--- config.mk ---
export PLATFORM = sky130hd
export DESIGN_NAME = lcg2_input_select
export DESIGN_NICKNAME = d
export VERILOG_FILES = /design/src/core/lcg2_pkg.sv /design/src/core/lcg2_input_select.sv /design/src/core/lcg2_term.sv
export SDC_FILE = /design/constraint.sdc
export NUM_CORES = 1
export LEC_CHECK = 0
export BUFFER_PORTS_ARGS = -buffer_cell sky130_fd_sc_hd__buf_2
export CORE_AREA = 2 2 59 61
export CTS_CLUSTER_SIZE = 10
export DETAILED_ROUTE_END_ITERATION = 6
export DIE_AREA = 0 0 61 63
export HOLD_SLACK_MARGIN = 0.06
export PLACE_DENSITY = 0.87
export SLEW_MARGIN = 5
export SYNTH_ARGS = -nofsm -noshare
export SYNTH_HDL_FRONTEND = slang
export SYNTH_HIERARCHICAL = 1
export SYNTH_SLANG_ARGS = --single-unit
--- constraint.sdc ---
create_clock -name pclk -period 1.64 [get_ports pclk]
set_input_delay 0.328 -clock pclk [delete_from_list [all_inputs] [get_ports pclk]]
set_output_delay 0.328 -clock pclk [all_outputs]
set_load 0.005 [all_outputs]
--- src/core/lcg2_pkg.sv ---
// package for the gate-2 input select stage of a logic cell
// assumes an apb slave on a 20 MHz clock, one register word
package lcg2_pkg;
    localparam logic [7:0]  LCG2_SEL_OFFSET = 8'h00; // gate2_input_select
    localparam logic [7:0]  LCG2_SEL_RESET  = 8'h00; // value after reset
    localparam int          LCG2_IN4_T_POS  = 7;
    localparam int          LCG2_IN4_N_POS  = 6;
    localparam int          LCG2_IN3_T_POS  = 5;
    localparam int          LCG2_IN3_N_POS  = 4;
    localparam int          LCG2_IN2_T_POS  = 3;
    localparam int          LCG2_IN2_N_POS  = 2;
    localparam int          LCG2_IN1_T_POS  = 1;
    localparam int          LCG2_IN1_N_POS  = 0;
    localparam int          LCG2_NUM_IN     = 4;

    // apb request from the master
    typedef struct packed {
        logic        psel;
        logic        penable;
        logic        pwrite;
        logic [7:0]  paddr;
        logic [31:0] pwdata;
    } lcg2_apb_req_t;

    // apb answer to the master
    typedef struct packed {
        logic        pready;
        logic        pslverr;
        logic [31:0] prdata;
    } lcg2_apb_rsp_t;
endpackage

--- src/core/lcg2_input_select.sv ---
// gate-2 input select stage with its apb register
// assumes data inputs come from muxes already on pclk; apb on pclk
`timescale 1ns/1ns

// Operation
// - bit7 true, bit6 inverted fourth input
// - bit5 passes true third input
// - bit4 passes inverted third input
// - bit3 passes true second input
// - bit2 passes inverted second input
module lcg2_input_select (
    input  wire logic                     pclk,      // core clock
    input  wire logic                     presetn,   // async reset, low
    input  wire lcg2_pkg::lcg2_apb_req_t  apb_req,   // apb request
    output lcg2_pkg::lcg2_apb_rsp_t       apb_rsp,   // apb answer
    input  wire logic [3:0]               data_in,   // inputs 4..1 true
    output logic [7:0]                    gate2_terms // gated terms
);
    import lcg2_pkg::*;

    logic [7:0]  sel_reg;
    logic [7:0]  sel_next;
    logic [7:0]  terms_reg;
    logic [7:0]  terms_next;
    logic [31:0] rdata_reg;
    logic [31:0] rdata_next;
    logic        ready_reg;
    logic        err_reg;
    logic [3:0]  t_true;
    logic [3:0]  t_inv;
    logic        ready_next;
    logic        err_next;
    logic        access_w;

    // transfer phase as seen by this slave
    typedef enum logic [1:0] {
        PH_IDLE,
        PH_ACCESS
    } lcg2_phase_t;

    lcg2_phase_t phase_reg;
    lcg2_phase_t phase_next;

    // named select fields, one per gated term
    wire g2_in4_true_sel = sel_reg[LCG2_IN4_T_POS];
    wire g2_in4_inv_sel  = sel_reg[LCG2_IN4_N_POS];
    wire g2_in3_true_sel = sel_reg[LCG2_IN3_T_POS];
    wire g2_in3_inv_sel  = sel_reg[LCG2_IN3_N_POS];
    wire g2_in2_true_sel = sel_reg[LCG2_IN2_T_POS];
    wire g2_in2_inv_sel  = sel_reg[LCG2_IN2_N_POS];
    wire g2_in1_true_sel = sel_reg[LCG2_IN1_T_POS];
    wire g2_in1_inv_sel  = sel_reg[LCG2_IN1_N_POS];

    // data inputs under their term names; inverted forms made per term
    wire fourth_input_true = data_in[3];
    wire third_input_true  = data_in[2];
    wire second_input_true = data_in[1];
    wire first_input_true  = data_in[0];

    // decode: setup phase of a transfer to our word
    wire setup_w  = apb_req.psel & ~apb_req.penable;
    wire hit_w    = (apb_req.paddr == LCG2_SEL_OFFSET);
    // write only in our own access cycle, so a stray penable is harmless
    wire wr_w     = apb_req.psel & apb_req.penable & access_w
                    & apb_req.pwrite & hit_w;

    // answer decode: access follows every setup, error if unmapped
    assign access_w   = (phase_reg == PH_ACCESS);
    assign ready_next = (phase_next == PH_ACCESS);
    assign err_next   = setup_w & ~hit_w;

    assign sel_next   = wr_w ? apb_req.pwdata[7:0] : sel_reg;
    // read data latched at setup; upper bits read as zero
    assign rdata_next = (setup_w & hit_w) ? {24'h000000, sel_reg}
                                          : 32'h00000000;

    // fourth input: upper bit pair of the select register
    lcg2_term u_term_in4 (
        .din       (fourth_input_true),
        .sel_true  (g2_in4_true_sel),
        .sel_inv   (g2_in4_inv_sel),
        .term_true (t_true[3]),
        .term_inv  (t_inv[3])
    );

    // third input: true and inverted selected independently
    lcg2_term u_term_in3 (
        .din       (third_input_true),
        .sel_true  (g2_in3_true_sel),
        .sel_inv   (g2_in3_inv_sel),
        .term_true (t_true[2]),
        .term_inv  (t_inv[2])
    );

    // second input
    lcg2_term u_term_in2 (
        .din       (second_input_true),
        .sel_true  (g2_in2_true_sel),
        .sel_inv   (g2_in2_inv_sel),
        .term_true (t_true[1]),
        .term_inv  (t_inv[1])
    );

    // first input: lowest bit pair
    lcg2_term u_term_in1 (
        .din       (first_input_true),
        .sel_true  (g2_in1_true_sel),
        .sel_inv   (g2_in1_inv_sel),
        .term_true (t_true[0]),
        .term_inv  (t_inv[0])
    );

    // pack terms back in register bit order
    assign terms_next[LCG2_IN4_T_POS] = t_true[3];
    assign terms_next[LCG2_IN4_N_POS] = t_inv[3];
    assign terms_next[LCG2_IN3_T_POS] = t_true[2];
    assign terms_next[LCG2_IN3_N_POS] = t_inv[2];
    assign terms_next[LCG2_IN2_T_POS] = t_true[1];
    assign terms_next[LCG2_IN2_N_POS] = t_inv[1];
    assign terms_next[LCG2_IN1_T_POS] = t_true[0];
    assign terms_next[LCG2_IN1_N_POS] = t_inv[0];

    // select register; undefined power-up value replaced by zero
    always_ff @(posedge pclk or negedge presetn) begin
        if (!presetn) begin
            sel_reg <= LCG2_SEL_RESET;
        end else begin
            sel_reg <= sel_next;
        end
    end

    // registered terms so the output comes from a flip-flop,
    // costing one cycle of latency toward the gate logic
    always_ff @(posedge pclk or negedge presetn) begin
        if (!presetn) begin
            terms_reg <= 8'h00;
        end else begin
            terms_reg <= terms_next;
        end
    end

    // phase tracking: setup moves to access, access ends unless a new setup is seen
    always_comb begin
        phase_next = phase_reg;
        case (phase_reg)
            PH_IDLE: begin
                if (setup_w) begin
                    phase_next = PH_ACCESS;
                end
            end
            PH_ACCESS: begin
                // no wait states; access lasts one cycle unless setup is seen again
                phase_next = setup_w ? PH_ACCESS : PH_IDLE;
            end
            default: begin
                phase_next = PH_IDLE;
            end
        endcase
    end

    // phase register
    always_ff @(posedge pclk or negedge presetn) begin
        if (!presetn) begin
            phase_reg <= PH_IDLE;
        end else begin
            phase_reg <= phase_next;
        end
    end

    // apb ready: one cycle after setup, i.e. no wait states
    always_ff @(posedge pclk or negedge presetn) begin
        if (!presetn) begin
            ready_reg <= 1'b0;
        end else begin
            ready_reg <= ready_next;
        end
    end

    // error flag; unmapped words would otherwise fail silently
    always_ff @(posedge pclk or negedge presetn) begin
        if (!presetn) begin
            err_reg <= 1'b0;
        end else begin
            err_reg <= err_next;
        end
    end

    // read data captured at setup, valid with ready
    always_ff @(posedge pclk or negedge presetn) begin
        if (!presetn) begin
            rdata_reg <= 32'h00000000;
        end else begin
            rdata_reg <= rdata_next;
        end
    end

    assign apb_rsp.pready  = ready_reg;
    assign apb_rsp.pslverr = err_reg;
    assign apb_rsp.prdata  = rdata_reg;
    assign gate2_terms     = terms_reg;
endmodule

--- src/core/lcg2_term.sv ---
// one data input's true and inverted term gating for gate 2
// assumes data and selects are synchronous to pclk
`timescale 1ns/1ns
module lcg2_term (
    input  wire logic din,       // data input, true form
    input  wire logic sel_true,  // pass true form
    input  wire logic sel_inv,   // pass inverted form
    output logic      term_true, // gated true term
    output logic      term_inv   // gated inverted term
);
    // a cleared select forces its term to zero (no contribution)
    assign term_true = din & sel_true;
    assign term_inv  = ~din & sel_inv;
endmodule

==> impl_metrics.py <==
metrics = {
    "run_status": {
        "outcome": "complete, but fails checks",
        "violations": "negative setup slack",
    },
    "critical_path": {
        "worst_setup_path_end_kind": "register",
        "regToRegSetupSlack_ps": 80,
        "biggest_fanout_along_the_worst_timing_path": 8,
        "r2r_end": "sel_reg[0]$_DFFE_PN0P_",
        "timing.rr.start": "phase_reg[1]$_DFF_PN0_",
        "criticalPathCategory": "in -> reg",
        "r2r_worst_path_depth": 3,
        "worstPathArrival_ps": 1920,
        "cp_data_required_time_ps": 1850,
        "startpoint_types": "input pin",
    },
    "sta": {
        "final-hold-violation-count": 0,
        "clock.fmax_mhz": 586,
        "final_period_minus_worst_setup_slack_ps": 1710,
        "layout_setup_ws_ps": -65.1,
        "drv_slew": 0,
        "fin_worst_hold_slack_ps": 224,
        "worst_pin_slew_ps": 583,
        "skew_ps": 9.52,
        "grt_setup_unrepaired": "yes",
        "finalSetupViolations": 8,
        "slew_headroom_pct": 61.1,
        "finalCritPeriodShare_pct": 104,
    },
    "worst_hold_path": {
        "min-delay-path-class": "in -> reg",
        "worst_hold_path.num_cells": 2,
        "worst_hold_path_startpoint": "apb_req[7]",
        "worst_hold_path.endpoint": "sel_reg[7]$_DFFE_PN0P_",
    },
    "clock_tree": {
        "cts_buffers": 3,
        "clkSinkCount": 28,
        "clock_tree_from_tritoncts": "built",
        "cts-root-to-sink-buffers": 2,
        "clock-root-buffer": "sky130_fd_sc_hd__clkbuf_4",
        "cts_htree_levels": 1,
        "clkTransAtPathRegs_ps": 140,
        "insertion_delay_ps": 320,
    },
    "drt": {
        "drt_iter0_markers": 14,
        "route.final.wire_length_um": 1730,
        "route.detailed.drc": 0,
        "detail_route.wl_per_cell_um": 9.42,
        "vias": 709,
        "route.antenna.remaining_nets": 0,
        "drt-vias-per-instance": 3.85,
        "drt_first_pass_iters": 2,
    },
    "grt": {
        "antenna_found_initial": 0,
        "grt_start_max_net_pins": 29,
        "use_met3_pct": 2.28,
        "global_route.usage.met2_pct": 15.3,
        "gr-total-overflow": 0,
        "gr-usage-met1_pct": 10.4,
        "track_usage_pct": 9.06,
        "vias_in_the_first_global_route": 624,
        "grt-busiest-layer": "met2",
        "global_route_wire_length_before_repair_um": 2620,
    },
    "logic_synthesis": {
        "yosysWarnings": 6,
        "yosysTopAreaCellShare_pct": 57.7,
        "post_synth_num_cell_types": 15,
        "ys_seq_elements": 28,
        "synth.area.top_cells": "sky130_fd_sc_hd__dfrtp_1 (58%), sky130_fd_sc_hd__buf_4 (16%), sky130_fd_sc_hd__mux2_4 (9.9%), sky130_fd_sc_hd__and2_1 (4.1%), sky130_fd_sc_hd__and2b_2 (2.9%)",
        "postSynthCellCount": 91,
        "synth.cell_area_mm2": 0.00121,
        "syn_avg_cell_area_um2": 13.3,
        "ys_seq_area_share_pct": 57.7,
        "synthDominantAreaCellType": "sky130_fd_sc_hd__dfrtp_1",
    },
    "cells_and_area": {
        "area.growth.synth_to_final_pct": 19.0,
        "most_frequent_cells_in_the_layout": "sky130_fd_sc_hd__buf_2 (41), sky130_fd_sc_hd__dfrtp_1 (28), sky130_fd_sc_hd__conb_1 (25)",
        "layout.cells.non_filler": 184,
        "final_cell_area_mm2": 0.00144,
        "drive_gt1_share_pct": 49.3,
        "final_net_count": 188,
        "n_antenna_cell": 0,
        "final_common_cell": "sky130_fd_sc_hd__buf_2",
    },
    "floorplanning": {
        "die_height_um": 63,
        "ports_placed_on_the_boundary": 91,
        "rows": 21,
        "initial_core_utilization_pct": 37.6,
        "die-width_um": 61,
        "fp.dieArea_mm2": 0.00384,
        "core_region_area_mm2": 0.00323,
    },
    "placed_design": {
        "pre_cts_slack_ps": -418,
        "port-buffer-count": 42,
        "detailed_placement_hpwl_um": 1330,
        "place_congestion": 0.750,
        "cell_area_placed_mm2": 0.00139,
        "numPlacedInstances": 179,
    },
    "pwr": {
        "total_leakage_power_nw": 0.862,
        "power.ir.vdd_worst_mv": 0.230,
        "pwr_density_cell_mw_per_mm2": 754,
    },
    "flow_run": {
        "number_of_violations_of_the_max_capacitance_limit": 0,
    },
}
==> cell type report <==
class,count,area [µm²]
Tap cell,46,57.6
Fill cell,307,1790
Sequential cell,28,701
Clock buffer,4,36.3
Multi-Input combinational cell,60,400
Timing Repair Buffer,46,249
==> synthesized netlist by cell type, drive strengths merged <==
library cell / number
nor3: 1
and2b: 4
buf: 27
conb: 1
and2: 12
dfrtp: 28
mux2: 8
nand2b: 1
nor2: 4
nand2: 1
or4: 3
nand3b: 1
==> power breakdown <==
group / switching (mW) / total (mW) / internal, mW
registers: 0.00184 / 0.697 / 0.695
logic: 0.0403 / 0.0719 / 0.0316
clock network: 0.184 / 0.319 / 0.136
total: 0.226 / 1.09 / 0.862
==> per-stage QoR <==
stage | power, mW | util (%) | setup TNS (ps)
global route | 1.13 | 44.7 | -426
CTS | 1.10 | 44.7 | -413
global placement | 0.779 | 43.1 | -3230
detailed placement | 0.779 | 43.1 | -3410
floorplan | 0.776 | - | -2420
finish | 1.09 | 44.7 | -433
==> worst max-delay path, stage by stage <==
cell                     delay [ps]
sky130_fd_sc_hd__buf_6           90
sky130_fd_sc_hd__or4_4          530
sky130_fd_sc_hd__or4_4          640
sky130_fd_sc_hd__mux2_4         330
==> how the worst max path moves through the flow <==
stage | startpoint | endpoint | cells past startpoint | slack [ps]
final | apb_req[38] | sel_reg[0]$_DFFE_PN0P_ | 4 | -70
after global routing | apb_req[38] | sel_reg[0]$_DFFE_PN0P_ | 4 | -60
after CTS | apb_req[38] | sel_reg[1]$_DFFE_PN0P_ | 4 | -60
after floorplan | apb_req[33] | sel_reg[0]$_DFFE_PN0P_ | 4 | -300
after detailed placement | apb_req[33] | sel_reg[1]$_DFFE_PN0P_ | 4 | -420
after global placement | apb_req[33] | sel_reg[3]$_DFFE_PN0P_ | 4 | -400
==> cells by family (layout without fill, tap and decap cells) <==
kind of cell | Yosys count | in the layout | synth area share [%]
mux | 8 | 8 | 9.90
buf+inv | 27 | 50 | 17.0
flops | 28 | 28 | 57.7
other cells | 1 | 25 | 0.309
simple gates | 27 | 27 | 15.1
==> per-layer routing <==
| metal | routed length, µm | part of all wire [%] | up-vias |
|---|---|---|---|
| met1 | 661 | 38 | 326 |
| met3 | 192 | 11 | 4 |
| met4 | 20 | 1.2 | 0 |
| met5 | 0 | 0 | - |
| met2 | 860 | 50 | 47 |
| li1 | - | - | 332 |
==> timing repair <==
action                                  CTS  global route
hold endpoints to repair                 28             0
endpoints found under the setup margin    8             8
pin swaps                                 2             0
resized for setup                         1             0
setup buffers                             0             0
hold buffers                              1             0
(Power assumes the default switching activity.)
